## config.mk

```make
export PLATFORM = sky130hd
export DESIGN_NAME = ieq_queue
export DESIGN_NICKNAME = d
export VERILOG_FILES = /design/src/ieq_pkg.sv /design/src/ieq_idle_timer.sv /design/src/ieq_queue.sv
export VERILOG_INCLUDE_DIRS = /design/src
export SDC_FILE = /design/constraint.sdc
export NUM_CORES = 1
export LEC_CHECK = 0
export BUFFER_PORTS_ARGS = -buffer_cell sky130_fd_sc_hd__buf_2
export CORE_UTILIZATION = 45
export DETAILED_ROUTE_END_ITERATION = 8
export PLACE_DENSITY = 0.67
export SYNTH_ARGS = -nofsm -noshare
export SYNTH_HDL_FRONTEND = slang
export SYNTH_SLANG_ARGS = --single-unit
```

## constraint.sdc

```tcl
create_clock -name CLK -period 15.4 [get_ports CLK]
set_input_delay 4.62 -clock CLK [delete_from_list [all_inputs] [get_ports CLK]]
set_output_delay 4.62 -clock CLK [all_outputs]
set_load 0.05 [all_outputs]
```

## src/ieq_map.svh

```systemverilog
// Purpose: Constants for the instrument error queue
// Assumes: 200 MHz clock
// Notes:   Codes are 16-bit two's complement
`ifndef IEQ_MAP_SVH
`define IEQ_MAP_SVH
`define IEQ_DEPTH        20
`define IEQ_PTR_W        5
`define IEQ_CODE_W       16
`define IEQ_MSG_W        8
`define IEQ_CODE_NONE    16'h0000
`define IEQ_CODE_OVFL    16'hFEA2
`define IEQ_MSG_NONE     8'h00
`define IEQ_MSG_OVFL     8'h01
`define IEQ_TEXT_MAX     80
`define IEQ_CLK_MHZ      200
`define IEQ_IDLE_S       30
`define IEQ_IDLE_CYC     (64'(`IEQ_IDLE_S) * 64'(`IEQ_CLK_MHZ) * 64'h0000_0000_000F_4240)
`endif

```

## src/ieq_pkg.sv

```systemverilog
// Purpose: Types for the instrument error queue
// Assumes: ieq_map.svh constants
// Notes:   Types only
`include "ieq_map.svh"
package ieq_pkg;
  typedef logic signed [`IEQ_CODE_W-1:0] ieq_code_t;
  typedef logic [`IEQ_MSG_W-1:0]         ieq_msg_t;
  typedef logic [`IEQ_PTR_W-1:0]         ieq_ptr_t;
  typedef enum logic [1:0] {IEQ_VW_OFF, IEQ_VW_ON} ieq_view_t;
endpackage

```

## src/ieq_idle_timer.sv

```systemverilog
// Purpose: Front-panel viewer inactivity timer
// Assumes: Activity and open are single-cycle pulses
// Notes:   Fires once when the viewer idles out
`timescale 1ns/10ps
`default_nettype none
`include "ieq_map.svh"
module ieq_idle_timer #(
  parameter longint unsigned IDLE_CYC = `IEQ_IDLE_CYC
) (
  // Clock and reset
  input  wire logic clk,
  input  wire logic rst,
  // Control
  input  wire logic running,
  input  wire logic touch,
  // Timeout pulse
  output logic      expired
);
  // Thirty seconds at full clock rate needs 33 bits
  logic [32:0] cnt_r;
  logic [32:0] cnt_nxt;
  logic        hit;
  assign hit     = running && (cnt_r == 33'(IDLE_CYC - 64'h0000_0000_0000_0001));
  assign cnt_nxt = (!running || touch || hit) ? 33'h0_0000_0000 : cnt_r + 33'h0_0000_0001;
  assign expired = hit && !touch;
  always_ff @(posedge clk) begin
    if (rst) begin
      cnt_r <= 33'h0_0000_0000;
    end else begin
      cnt_r <= cnt_nxt;
    end
  end
endmodule
`default_nettype wire

```

## src/ieq_queue.sv

```systemverilog
// Purpose: Error queue of an instrument's remote command interface
// Assumes: Parser raises one error pulse at a time; text table outside
// Notes:   RST only powers up; the reset common command has a port but no effect here
//
// How it works
// - Entries leave oldest first
// - Each read removes its entry
// - Indicator lit while queue not empty
// - One beep pulse per generated error
// - Twenty slots; overflow code replaces newest
// - After overflow, drop errors until read
// - Empty read returns zero, no-error text
// - Clear-status and power-up empty queue
// - Reset command leaves queue untouched
// - Viewer exit or idle clears queue
// - One query reads exactly one entry
// - Reply: signed number, comma, quoted text
`timescale 1ns/10ps
`default_nettype none
`include "ieq_map.svh"
module ieq_queue #(
  parameter longint unsigned IDLE_CYC = `IEQ_IDLE_CYC
) (
  // Clock and power-on reset
  input  wire logic              CLK,
  input  wire logic              RST,
  // Error source
  input  wire logic              ERR_VALID,
  input  wire ieq_pkg::ieq_code_t ERR_CODE,
  input  wire ieq_pkg::ieq_msg_t  ERR_MSG,
  // Commands
  input  wire logic              CLS_CMD,
  input  wire logic              RST_CMD,
  input  wire logic              QUERY,
  // Front-panel viewer
  input  wire logic              VIEW_OPEN,
  input  wire logic              VIEW_EXIT,
  input  wire logic              VIEW_ACT,
  // Answer
  output logic                   RESP_VALID,
  output ieq_pkg::ieq_code_t     RESP_CODE,
  output ieq_pkg::ieq_msg_t      RESP_MSG,
  output logic                   RESP_EMPTY,
  // Indicators
  output logic                   ERROR_LAMP,
  output logic                   BEEP,
  output logic [1:0]             VIEW_STATE
);
  // ----------------------------------------
  // Storage
  // ----------------------------------------
  ieq_pkg::ieq_code_t code_mem [`IEQ_DEPTH];
  ieq_pkg::ieq_msg_t  msg_mem  [`IEQ_DEPTH];
  // Count is one bit wider than the pointers so full and empty differ
  ieq_pkg::ieq_ptr_t  rd_r;
  ieq_pkg::ieq_ptr_t  rd_nxt;
  ieq_pkg::ieq_ptr_t  wr_r;
  ieq_pkg::ieq_ptr_t  wr_nxt;
  ieq_pkg::ieq_ptr_t  last_idx;
  logic [5:0]         cnt_r;
  logic [5:0]         cnt_nxt;
  logic               ovf_r;
  logic               ovf_nxt;
  ieq_pkg::ieq_view_t view_r;
  ieq_pkg::ieq_view_t view_nxt;
  wire                idle_exp;

  // ----------------------------------------
  // Decode
  // ----------------------------------------
  wire full      = (cnt_r == 6'(`IEQ_DEPTH));
  wire empty     = (cnt_r == 6'h00);
  wire view_done = (view_r == ieq_pkg::IEQ_VW_ON) && (VIEW_EXIT || idle_exp);
  wire clr_all   = CLS_CMD || view_done;
  wire do_rd     = QUERY && !empty && !clr_all;
  wire store     = ERR_VALID && !full && !ovf_r && !clr_all;
  // A read in the same cycle wins: that error is dropped unmarked
  wire ovfl_hit  = ERR_VALID && full && !ovf_r && !do_rd && !clr_all;
  function automatic ieq_pkg::ieq_ptr_t ptr_inc(input ieq_pkg::ieq_ptr_t p);
    ptr_inc = (p == 5'(`IEQ_DEPTH - 1)) ? 5'h00 : p + 5'h01;
  endfunction
  assign last_idx = (wr_r == 5'h00) ? 5'(`IEQ_DEPTH - 1) : wr_r - 5'h01;
  assign rd_nxt   = clr_all ? 5'h00 : (do_rd ? ptr_inc(rd_r) : rd_r);
  assign wr_nxt   = clr_all ? 5'h00 : (store ? ptr_inc(wr_r) : wr_r);
  assign cnt_nxt  = clr_all ? 6'h00 : cnt_r + 6'(store) - 6'(do_rd);
  // A read clears the flag; no set can happen in the same cycle as a read
  assign ovf_nxt  = clr_all ? 1'b0 : (ovfl_hit || (ovf_r && !do_rd));
  assign view_nxt = view_done ? ieq_pkg::IEQ_VW_OFF :
                    ((VIEW_OPEN && !empty) ? ieq_pkg::IEQ_VW_ON : view_r);
  // RST_CMD is accepted but deliberately has no path into the queue

  // ----------------------------------------
  // Viewer idle timer
  // ----------------------------------------
  // Any activity restarts the count, so a busy user is never cut off
  ieq_idle_timer #(.IDLE_CYC(IDLE_CYC)) u_idle (
    .clk     (CLK),
    .rst     (RST),
    .running (view_r == ieq_pkg::IEQ_VW_ON),
    .touch   (VIEW_ACT || VIEW_OPEN),
    .expired (idle_exp)
  );

  // ----------------------------------------
  // State
  // ----------------------------------------
  always_ff @(posedge CLK) begin
    if (RST) begin
      rd_r   <= 5'h00;
      wr_r   <= 5'h00;
      cnt_r  <= 6'h00;
      ovf_r  <= 1'b0;
      view_r <= ieq_pkg::IEQ_VW_OFF;
    end else begin
      rd_r   <= rd_nxt;
      wr_r   <= wr_nxt;
      cnt_r  <= cnt_nxt;
      ovf_r  <= ovf_nxt;
      view_r <= view_nxt;
    end
  end

  // Slots keep code and text index; no reset needed on data
  always_ff @(posedge CLK) begin
    if (store) begin
      code_mem[wr_r] <= ERR_CODE;
      msg_mem[wr_r]  <= ERR_MSG;
    end else if (ovfl_hit) begin
      code_mem[last_idx] <= `IEQ_CODE_OVFL;
      msg_mem[last_idx]  <= `IEQ_MSG_OVFL;
    end
  end

  // ----------------------------------------
  // Answer and indicators
  // ----------------------------------------
  // Reply holds one cycle, then falls back to the no-error entry
  always_ff @(posedge CLK) begin
    if (RST) begin
      RESP_VALID <= 1'b0;
      RESP_CODE  <= `IEQ_CODE_NONE;
      RESP_MSG   <= `IEQ_MSG_NONE;
      RESP_EMPTY <= 1'b0;
      BEEP       <= 1'b0;
    end else begin
      RESP_VALID <= QUERY;
      RESP_CODE  <= do_rd ? code_mem[rd_r] : `IEQ_CODE_NONE;
      RESP_MSG   <= do_rd ? msg_mem[rd_r] : `IEQ_MSG_NONE;
      RESP_EMPTY <= QUERY && !do_rd;
      BEEP       <= ERR_VALID;
    end
  end
  assign ERROR_LAMP = !empty;
  assign VIEW_STATE = view_r;

  // ----------------------------------------
  // Checks
  // ----------------------------------------
  // Internal counts are watched too, not only the ports
  a_beep_per_err:  assert property (@(posedge CLK) disable iff (RST) ERR_VALID |=> BEEP)
    else $error("missing beep");
  a_beep_only:     assert property (@(posedge CLK) disable iff (RST) BEEP |-> $past(ERR_VALID))
    else $error("spurious beep");
  a_lamp_state:    assert property (@(posedge CLK) disable iff (RST) store |=> ERROR_LAMP)
    else $error("lamp not lit after store");
  a_lamp_off:      assert property (@(posedge CLK) disable iff (RST)
    (do_rd && !store && cnt_r == 6'h01) |=> !ERROR_LAMP)
    else $error("lamp lit after last read");
  a_empty_reply:   assert property (@(posedge CLK) disable iff (RST)
    (QUERY && empty) |=> (RESP_VALID && RESP_EMPTY && RESP_CODE == `IEQ_CODE_NONE))
    else $error("bad empty reply");
  a_empty_msg:     assert property (@(posedge CLK) disable iff (RST)
    (QUERY && empty) |=> (RESP_MSG == `IEQ_MSG_NONE))
    else $error("bad empty text index");
  a_read_removes:  assert property (@(posedge CLK) disable iff (RST)
    (do_rd && !store) |=> (cnt_r == $past(cnt_r) - 6'h01))
    else $error("read did not remove");
  a_store_adds:    assert property (@(posedge CLK) disable iff (RST)
    (store && !do_rd) |=> (cnt_r == $past(cnt_r) + 6'h01))
    else $error("store did not add");
  a_one_reply:     assert property (@(posedge CLK) disable iff (RST) RESP_VALID |-> $past(QUERY))
    else $error("reply without query");
  a_resp_idle:     assert property (@(posedge CLK) disable iff (RST)
    !QUERY |=> (!RESP_VALID && RESP_CODE == `IEQ_CODE_NONE && RESP_MSG == `IEQ_MSG_NONE))
    else $error("reply held past its cycle");
  a_cap_twenty:    assert property (@(posedge CLK) disable iff (RST) cnt_r <= 6'(`IEQ_DEPTH))
    else $error("depth exceeded");
  a_full_keeps:    assert property (@(posedge CLK) disable iff (RST)
    ovfl_hit |=> (cnt_r == 6'(`IEQ_DEPTH)))
    else $error("overflow changed count");
  a_ovf_code:      assert property (@(posedge CLK) disable iff (RST)
    ovfl_hit |=> (code_mem[$past(last_idx)] == `IEQ_CODE_OVFL))
    else $error("overflow code missing");
  a_ovf_drop:      assert property (@(posedge CLK) disable iff (RST)
    (ovf_r && !do_rd && !clr_all) |=> (cnt_r == $past(cnt_r)))
    else $error("stored after overflow");
  a_ovf_release:   assert property (@(posedge CLK) disable iff (RST) (ovf_r && do_rd) |=> !ovf_r)
    else $error("overflow not released by read");
  a_cls_clears:    assert property (@(posedge CLK) disable iff (RST) CLS_CMD |=> !ERROR_LAMP)
    else $error("clear-status failed");
  a_clear_ptrs:    assert property (@(posedge CLK) disable iff (RST)
    clr_all |=> (rd_r == 5'h00 && wr_r == 5'h00 && !ovf_r))
    else $error("clear left state behind");
  a_rstcmd_keeps:  assert property (@(posedge CLK) disable iff (RST)
    (RST_CMD && !clr_all && !ERR_VALID && !QUERY) |=> (cnt_r == $past(cnt_r)))
    else $error("reset command touched queue");
  a_view_clears:   assert property (@(posedge CLK) disable iff (RST) view_done |=> !ERROR_LAMP)
    else $error("viewer close kept errors");
  a_view_opens:    assert property (@(posedge CLK) disable iff (RST)
    (VIEW_OPEN && !empty && !view_done) |=> (VIEW_STATE == 2'h1))
    else $error("viewer did not open");
  a_view_quiet:    assert property (@(posedge CLK) disable iff (RST) (view_r != ieq_pkg::IEQ_VW_ON) |-> !idle_exp)
    else $error("idle timeout while closed");
  a_order_fifo:    assert property (@(posedge CLK) disable iff (RST)
    do_rd |=> (RESP_CODE == $past(code_mem[rd_r])))
    else $error("order broken");
  // Main scenarios
  c_full:     cover property (@(posedge CLK) disable iff (RST) full);
  c_empty_q:  cover property (@(posedge CLK) disable iff (RST) QUERY && empty);
  c_overflow: cover property (@(posedge CLK) disable iff (RST) ovfl_hit);
  c_view_to:  cover property (@(posedge CLK) disable iff (RST) idle_exp);
  c_drain:    cover property (@(posedge CLK) disable iff (RST) do_rd && cnt_r == 6'h01);
endmodule
`default_nettype wire

```

==> results of run 1 <==
[cell usage in the layout (no fill, tap or decap), types with 3 or more instances in the layout]
cell type	synthesis	layout
xnor2_1	15	15
nor3_1	17	9
clkbuf_16	0	56
nor2_4	0	4
mux2i_1	26	26
edfxtp_1	480	480
nand2b_1	12	12
ha_1	13	13
a21oi_1	18	10
buf_2	10	60
nand4_1	14	14
a21oi_4	0	8
o21ai_0	3	3
and2_1	22	22
nor4b_1	3	3
nand2_1	24	24
clkinv_2	0	7
and4_1	3	3
xor2_1	25	25
dfxtp_2	0	3
dfxtp_1	78	73
clkinv_1	0	6
clkbuf_8	0	11
clkbuf_1	28	18
nor2b_1	5	5
buf_4	4	25
mux4_2	144	144
nor3_2	1	9
inv_1	18	18
nor2_1	86	82
nand3_1	18	18
nor4_1	6	6
and3_1	3	3
[power by group]
part / total [mW] / internal, mW / switching (mW)
Sequential: 1.68 / 1.66 / 0.0171
Clock: 1.32 / 0.761 / 0.561
Combinational: 0.254 / 0.107 / 0.147
[worst register-to-register path, stage by stage (launching register included)]
cell       delay, ns
dfxtp_1         0.31
inv_1           0.08
ha_1            0.16
nand4bb_1       0.27
a2111oi_2       0.75
nand2_1         0.56
buf_4           0.40
o32a_2          0.50
nor2_4          0.94
[cells by family after synthesis]
kind of cell / Yosys count / share of synthesized area
compound gates: 36 / 0.0140
xor+xnor: 40 / 0.0160
fa+ha+maj: 14 / 0.00835
buf+inv: 71 / 0.0135
flops: 558 / 0.731
mux: 172 / 0.161
other cells: 1 / 0.000171
simple gates: 235 / 0.0560
[final cells by class]
class	count	area (um2)
clock buffer	85	1620
clock inverter	19	191
fill	3776	23000
inverter	18	67.6
multi-input combinational	498	5760
sequential	558	16000
tap	615	769
timing repair buffer	85	488
[sequential cells by signal, indices dropped and copies added (netlist names)]
signal        count
rd_r              5
RESP_MSG          8
code_mem        320
BEEP              1
cnt_r             6
msg_mem         160
ovf_r             1
u_idle.cnt_r     33
RESP_EMPTY        1
wr_r              5
VIEW_STATE        1
RESP_VALID        1
RESP_CODE        16
[stage by stage]
| step | area [um2] | setup slack [ns] | util | hold slack, ns |
|---|---|---|---|---|
| after floorplan | 21900 | 7.02 | - | 0.413 |
| after global placement | 23100 | 7.06 | 0.482 | 0.423 |
| after detailed placement | 23100 | 7.01 | 0.482 | 0.432 |
| after CTS | 24900 | 7.66 | 0.520 | 0.440 |
| after global routing | 24900 | 7.48 | 0.520 | 0.467 |
| final | 24900 | 7.69 | 0.520 | 0.440 |
[layer usage]
metal  track usage  vias to the layer above  share of wire
li1              -                     4699              -
met2         0.306                      262           0.50
met4        0.0583                        0          0.022
met5             0                        -              0
met1         0.251                     5512           0.42
met3        0.0299                       66          0.052
[worst max path at each step]
stage,end,depth (start not counted)
floorplan,code_mem[3][0],6
global placement,code_mem[19][3],7
detailed placement,code_mem[19][3],7
CTS,msg_mem[19][2],7
global route,msg_mem[19][2],7
finish,msg_mem[19][2],7
==> reports/qor.csv, run 1 <==
metric,value,unit
status,completed,
dpl.cell_count,1774,
cp.required,15.61,ns
yosysMostFrequentCell,edfxtp_1,
initial_core_util,0.457,
dieWidth,222,um
antenna_left,0,
grt_max_degree,64,
synth_common_cells,"edfxtp_1 (480), mux4_2 (144), nor2_1 (86), dfxtp_1 (78), clkbuf_1 (28)",
cts_setup_buffers,0,
ctsResizeCount,0,
portBuffers,60,
ios,63,
slowest_stage,nor2_4,
hold_path_startpoint,u_idle.cnt_r[0],
synth.distinct_cells,59,
cp_max_fo,24,
max_cap_violations,0,
hold_depth,1,
drc,0,
period_needed,7.71,ns
antenna_found_initial,0,
setup.worst_path.start,CLS_CMD,
drive_gt1_frac,0.280,
die_area,0.0495,mm2
clockBufferDepth,3,
syn_area_per_cell,19.4,um2
setup_viol,0,
syn_to_final_growth,13.8,%
power,3.25,mW
tightest_slew,1.19,ns
leakagePower,7.63,nW
yosysTopAreaCell,edfxtp_1,
grt_overflow,0,
cts_hold_buf,0,
htree_levels,2,
grt_usage,0.184,
syn_inst,1127,
ys_top_cells_by_area,"edfxtp_1 (66%), mux4_2 (15%), dfxtp_1 (7.1%), nor2_1 (1.5%), mux2i_1 (1.2%)",
yosys_warnings,0,
holdPathEnd,u_idle.cnt_r[0],
skew,0.0282,ns
critical-path-top-delay-family,simple AND/OR/NAND/NOR gates,
first_iter_violations,823,
crit_type,in -> reg,
async_reset_ff_frac,0,
core_area,0.0478,mm2
reg2reg_depth,8,
row_count,80,
r2r-start,cnt_r[2],
synth_edf_count,480,
via_count,10500,
finalNonFillerCells,1878,
netlist.area_leader.share,0.659,
peakVddDrop,0.0890,mV
grt_pass1_wl,67300,um
cts.sinks,558,
synth_nets,1174,
max-slew-margin-rel,0.207,
route.detailed.wl_per_inst,23.6,um
gp_congestion,0.730,
startpoint_type,input pin,
reg2reg_to,msg_mem[19][2],
hold_path_class,reg -> reg,
dp_hpwl,24000,um
cts_tree,yes,
syn_area,0.0219,mm2
worstPathArrival,7.92,ns
die_h,222,um
wl,44400,um
ys_ff_latch,558,
viasPerCell,5.61,
grt_pass1_vias,10700,
rsz0062_at_grt,false,
finalCritPeriodShare,0.501,
r2r_slack,11.02,ns
insertion_delay,0.62,ns
first_pass_iters,4,
path_buf_inv,2,
ys_seq_area_frac,0.731,
root_buffer,clkbuf_16,
cp_cell_sequence,buf_2 > nand2b_1 > a2111oi_2 > nand2_1 > buf_4 > o32a_2 > nor2_4,
tns,0,ns
cts_inserted_buffers,56,
fin_nets,1264,
slowest_delay,0.94,ns
hold_viol,0,
synth_ff_type,edfxtp_1,
clkTransAtPathRegs,0.06,ns
fmax,130,MHz
power_density,131,mW/mm2
end_kind,flip-flop,
diodes,0,
slew_violations,0,
Power figures use the tool's default switching activity.
==> run 2: changes to the inputs <==
--- a/config.mk
+++ b/config.mk
@@ -6,6 +6,7 @@
 export SDC_FILE = /design/constraint.sdc
 export NUM_CORES = 1
 export LEC_CHECK = 0
+export ABC_AREA = 1
 export BUFFER_PORTS_ARGS = -buffer_cell sky130_fd_sc_hd__buf_2
 export CORE_UTILIZATION = 45
 export DETAILED_ROUTE_END_ITERATION = 8
==> constraint.sdc (replaced) <==
create_clock -name CLK -period 7.6 [get_ports CLK]
set_input_delay 2.28 -clock CLK [delete_from_list [all_inputs] [get_ports CLK]]
set_output_delay 2.28 -clock CLK [all_outputs]
set_load 0.05 [all_outputs]
==> run 2 against run 1 <==
Net effect: count of clock-buffer cells in the layout shrank 18; clock power grew 78%; setup slack lost 5.2 ns; critical path depth grew 4; sequential cell count is the same; routed wire length grew 18%; final cell count grew 39%; worst hold slack gained 0.014 ns; highest routed layer unchanged.
==> reports/qor.csv, run 2 <==
metric,value,unit,change
synth_common_cells,"edfxtp_1 (480), nor2_1 (327), o21ai_0 (238), nand2_1 (172), o22ai_1 (114)",,
p_int,4.82,mW,+91%
r2r-start,cnt_r[3],,
cp.required,7.85,ns,-7.76 ns
skew,0.0257,ns,-0.00247 ns
layout_commonest_cell,edfxtp_1,,
core_area,0.0492,mm2,+2.7%
tns,0,ns,unchanged
row_count,81,,+1.3%
max-slew-margin-rel,0.132,,-0.0752
die_area,0.0509,mm2,+2.9%
viasPerCell,5.59,,-0.38%
initial_core_util,0.458,,+0.000748
wl,52400,um,+18%
clkTransAtPathRegs,0.06,ns,about the same
hold_path_startpoint,u_idle.cnt_r[0],,
ys_top_cells_by_area,"edfxtp_1 (64%), dfxtp_1 (6.9%), nor2_1 (5.5%), o21ai_0 (5.3%), o22ai_1 (3.2%)",,
syn_area,0.0225,mm2,+2.9%
ios,63,,unchanged
reg2reg_depth,12,,+4
grt_pass1_wl,80400,um,+20%
reg2reg_to,code_mem[19][2],,
first_pass_iters,5,,+1
crit_type,in -> reg,,
grt_overflow,0,,unchanged
p_sw,1.53,mW,+110%
slew_violations,0,,unchanged
holdPathEnd,u_idle.cnt_r[0],,
grt_max_degree,242,,+280%
status,completed,,
tightest_slew,1.30,ns,+0.116 ns
place_area,0.0235,mm2,+1.8%
design_area,0.0250,mm2,+0.39%
synth.distinct_cells,50,,-15%
cp_max_fo,41,,+71%
hold_path_class,reg -> reg,,
dieWidth,226,um,+1.4%
syn_to_final_growth,11.0,%,
root_buffer,clkbuf_16,,
route.detailed.wl_per_inst,20.0,um,-15%
top_register,code_mem,,
setup.worst_path.start,QUERY,,
power_density,254,mW/mm2,+94%
htree_levels,2,,unchanged
cts.sinks,558,,unchanged
yosysTopAreaCell,edfxtp_1,,
worstPathArrival,5.36,ns,-2.56 ns
seq_power_share,0.533,,+0.018
syn_area_per_cell,11.9,um2,-38%
finalCritPeriodShare,0.671,,
ys_ff_latch,558,,unchanged
max_cap_violations,0,,unchanged
cts_hold_buf,0,,unchanged
cts_inserted_buffers,51,,-8.9%
via_count,14600,,+39%
hold_viol,0,,unchanged
rsz0062_at_grt,false,,
portBuffers,60,,unchanged
synth_ff_type,edfxtp_1,,
drive_gt1_frac,0.111,,-0.169
cts_tree,yes,,
grt_pass1_vias,14500,,+35%
insertion_delay,0.57,ns,-0.05 ns
synth_edf_count,480,,unchanged
power.share.clock,0.370,,-0.037
antenna_left,0,,unchanged
fin_nets,1960,,+55%
dp_hpwl,27900,um,+16%
reg_top3,"code_mem (320), msg_mem (160), u_idle.cnt_r (33)",,
swShare,0.240,,+0.0173
antenna_found_initial,0,,unchanged
leakagePower,8.44,nW,+11%
p_comb_frac,0.097,,+0.019
hold_depth,1,,unchanged
async_reset_ff_frac,0,,unchanged
period_needed,5.10,ns,
die_h,226,um,+1.4%
largest_register_ffs,320,,unchanged
first_iter_violations,1391,,+69%
r2r_slack,3.60,ns,-7.42 ns
ctsResizeCount,0,,unchanged
clockBufferDepth,3,,unchanged
fmax,196,MHz,
cts_setup_buffers,0,,unchanged
yosysMostFrequentCell,edfxtp_1,,
netlist.area_leader.share,0.641,,-0.0186
synth_nets,1932,,+65%
startpoint_type,input pin,,
yosys_warnings,0,,unchanged
drc,0,,unchanged
syn_inst,1885,,+67%
layout_common_cells,"edfxtp_1 (480), nor2_1 (305), o21ai_0 (238)",,
grt_usage,0.209,,+0.0245
ys_seq_area_frac,0.710,,-0.0206
end_kind,flip-flop,,
gp_congestion,0.810,,+11%
peakVddDrop,0.150,mV,+68%
setup_viol,0,,unchanged
==> run 2: critical path, stage by stage <==
cell     delay (ns)
buf_2          0.09
inv_1          0.07
a31oi_1        0.07
nor2_2         0.19
nand4_4        0.65
nand2_1        0.34
inv_1          0.12
nor2_4         0.14
nand3_2        0.21
nor2_2         0.78
buf_4          0.39
==> run 2: cells by family after synthesis <==
kind of cell,synth area share
and+or+nand+nor,0.123
xor gates and xnor gates,0.00623
buffers and inverters,0.0365
AOI/OAI and AO/OA,0.116
adders and majority gates,0.00812
DFF,0.710
other,0.000167
==> run 2: worst max path at each step <==
stage                           end  slack (ns)  depth (start not counted)
floorplan           code_mem[16][0]        2.87                          8
global placement    code_mem[19][7]        1.99                         11
detailed placement  code_mem[19][7]        1.94                         11
CTS                 code_mem[19][7]        2.47                         11
global route         msg_mem[19][5]        2.27                         11
finish              code_mem[19][2]        2.50                         11
==> run 2: cell type report <==
cell class,instances,area (um2)
diodes,1,2.50
multi-input cells,1125,5810
inverters,93,355
flip-flops and latches,558,16000
fillers,4104,24200
clock buffers,67,1370
well taps,664,831
clock inverters,22,131
repair buffers,84,493
==> run 2: through the flow <==
stage	hold slack [ns]	utilization	worst slack, ns	std cells	total power, mW
after CTS	0.461	0.508	2.47	2613	6.38
after global routing	0.474	0.508	2.27	2613	6.56
final	0.454	0.508	2.50	2614	6.35
after detailed placement	0.448	0.478	1.94	2524	4.06
after global placement	0.430	0.478	1.99	2524	4.04
after floorplan	0.418	-	2.87	1885	3.89
==> run 2: power groups by stage <==
stage | logic [mW] | clock network [mW] | registers [mW]
floorplan | 0.411 | 0 | 3.47
global placement | 0.593 | 0 | 3.45
detailed placement | 0.609 | 0 | 3.45
CTS | 0.611 | 2.38 | 3.38
global route | 0.678 | 2.50 | 3.39
finish | 0.614 | 2.35 | 3.38
==> run 2: routing by layer <==
layer / wire length [um] / global-route usage / part of all wire
met3: 3130 / 0.0291 / 0.060
met2: 26400 / 0.369 / 0.50
met1: 21200 / 0.262 / 0.41
met5: 0 / 0 / 0
met4: 1560 / 0.0750 / 0.030
==> run 3: changes to the inputs <==
--- a/config.mk
+++ b/config.mk
@@ -6,11 +6,11 @@
 export SDC_FILE = /design/constraint.sdc
 export NUM_CORES = 1
 export LEC_CHECK = 0
-export ABC_AREA = 1
+export ABC_AREA = 0
 export BUFFER_PORTS_ARGS = -buffer_cell sky130_fd_sc_hd__buf_2
 export CORE_UTILIZATION = 45
 export DETAILED_ROUTE_END_ITERATION = 8
-export PLACE_DENSITY = 0.67
+export PLACE_DENSITY = 0.69
 export SYNTH_ARGS = -nofsm -noshare
 export SYNTH_HDL_FRONTEND = slang
 export SYNTH_SLANG_ARGS = --single-unit
==> constraint.sdc (replaced) <==
create_clock -name CLK -period 4.1 [get_ports CLK]
set_input_delay 1.23 -clock CLK [delete_from_list [all_inputs] [get_ports CLK]]
set_output_delay 1.23 -clock CLK [all_outputs]
set_load 0.05 [all_outputs]
==> run 3 against run 2 <==
Net effect: via count fell by 26%; non-clock buffer count up 57; sequential cell count did not move; setup slack got worse by 2.0 ns; final cell count decreased by 26%; sequential share of layout area shrank 1.5 points; die area shrank 2.8%; clock power is 110% higher; critical path type unchanged; critical endpoint is now cnt_r[4].
==> reports/qor.csv, run 3 (synthesized netlist as in run 1, its figures left out) <==
metric,value,unit,change
status,completed,,
die_area,0.0495,mm2,-2.8%
die_h,222,um,-1.4%
grt_max_degree,45,,-81%
initial_core_util,0.457,,-0.000748
drive_gt1_frac,0.314,,+0.203
crit_type,in -> reg,,
viasPerCell,5.58,,-0.22%
cp_max_fo,3,,-93%
drc,0,,unchanged
end_kind,flip-flop,,
tightest_slew,1.14,ns,-0.157 ns
antenna_left,0,,unchanged
slew_violations,0,,unchanged
top_register,code_mem,,
p_comb_frac,0.085,,-0.012
core_area,0.0478,mm2,-2.7%
dp_hpwl,25900,um,-7.4%
power_density,479,mW/mm2,+89%
first_iter_violations,904,,-35%
clockBufferDepth,3,,unchanged
power,12.3,mW,+93%
hold_path_class,reg -> reg,,
syn_to_final_growth,16.9,%,
fmax,275,MHz,
diodes,0,,-1
portBuffers,60,,unchanged
row_count,80,,-1.2%
fin_nets,1319,,-33%
largest_register_ffs,320,,unchanged
cts_inserted_buffers,55,,+7.8%
skew,0.0533,ns,+0.0276 ns
max_cap_violations,0,,unchanged
layout_commonest_cell,edfxtp_1,,
setup_viol,0,,unchanged
p_int,9.48,mW,+97%
worstPathArrival,4.09,ns,-1.27 ns
via_count,10800,,-26%
hold_viol,0,,unchanged
grt_overflow,0,,unchanged
period_needed,3.63,ns,
max-slew-margin-rel,0.235,,+0.103
grt_pass1_wl,69200,um,-14%
cts.sinks,558,,unchanged
p_sw,2.78,mW,+82%
grt_usage,0.189,,-0.0196
leakagePower,7.97,nW,-5.6%
insertion_delay,0.63,ns,+0.06 ns
finalCritPeriodShare,0.886,,
route.detailed.wl_per_inst,23.6,um,+18%
cts_setup_buffers,0,,unchanged
swShare,0.227,,-0.0134
clkTransAtPathRegs,0.06,ns,about the same
worst_slack,0.465,ns,-2.03 ns
startpoint_type,input pin,,
slowest_delay,0.52,ns,-0.26 ns
design_area,0.0256,mm2,+2.4%
rsz0062_at_grt,false,,
wl,45600,um,-13%
reg_top3,"code_mem (320), msg_mem (160), u_idle.cnt_r (33)",,
first_pass_iters,5,,unchanged
cts_tree,yes,,
pre_cts_ws,-0.134,ns,-2.07 ns
cp_cell_sequence,buf_2 > or3b_4 > or4_4 > o31a_1 > nand2_1 > inv_1 > ha_1 > inv_1 > ha_2 > inv_2 > fa_2 > inv_1 > a21oi_1 > nor2_1 > nor2_1 > xor2_1 > nor2_1,,
layout_common_cells,"edfxtp_1 (480), mux4_2 (144), nor2_1 (82)",,
place_area,0.0238,mm2,+1.4%
path_buf_inv,5,,+1
cts_hold_buf,0,,unchanged
slowest_stage,or4_4,,
htree_levels,2,,unchanged
seq_power_share,0.512,,-0.021
ctsResizeCount,0,,unchanged
ios,63,,unchanged
grt_pass1_vias,11200,,-22%
gp_congestion,0.767,,-5.3%
fin_util,0.534,,+0.0264
tns,0,ns,unchanged
antenna_found_initial,0,,unchanged
power.share.clock,0.402,,+0.032
critical-path-top-delay-family,simple AND/OR/NAND/NOR gates,,
cp.required,4.56,ns,-3.29 ns
peakVddDrop,0.327,mV,+120%
dieWidth,222,um,-1.4%
root_buffer,clkbuf_16,,
run 3: per-layer routing:
layer | track usage | wire, um
met5 | 0 | 0
met3 | 0.0290 | 2260
met4 | 0.0681 | 1310
met2 | 0.321 | 23200
met1 | 0.249 | 18900
run 3: power by group through the flow:
stage / combinational [mW] / clock, mW / sequential [mW]
after floorplan: 0.707 / 0 / 6.44
after global placement: 1.05 / 0 / 6.40
after detailed placement: 1.06 / 0 / 6.41
after CTS: 1.06 / 5.02 / 6.28
after global routing: 1.13 / 5.23 / 6.29
final: 1.04 / 4.93 / 6.28
run 3: cell type report:
cell class	instances	area, um2
clock inverter	30	304
fill	3657	22300
tap	615	769
inverter	18	67.6
clock buffer	74	1470
sequential	558	16000
timing repair buffer	141	1160
multi-input combinational	498	5820
run 3: worst paths after layout:
path | startpoint | end | slack, ns | cells past startpoint
setup / recovery | VIEW_ACT | cnt_r[4] | 0.47 | 17
hold / removal | u_idle.cnt_r[0] | u_idle.cnt_r[0] | 0.44 | 1
setup reg to reg | cnt_r[2] | code_mem[18][15] | 0.72 | 9
hold reg to reg | u_idle.cnt_r[0] | u_idle.cnt_r[0] | 0.44 | 1
run 3: metrics by stage:
step / hold WS [ns] / std cells
floorplan: 0.413 / 1127
global placement: 0.423 / 1830
detailed placement: 0.432 / 1830
CTS: 0.441 / 1934
global route: 0.462 / 1934
finish: 0.438 / 1934
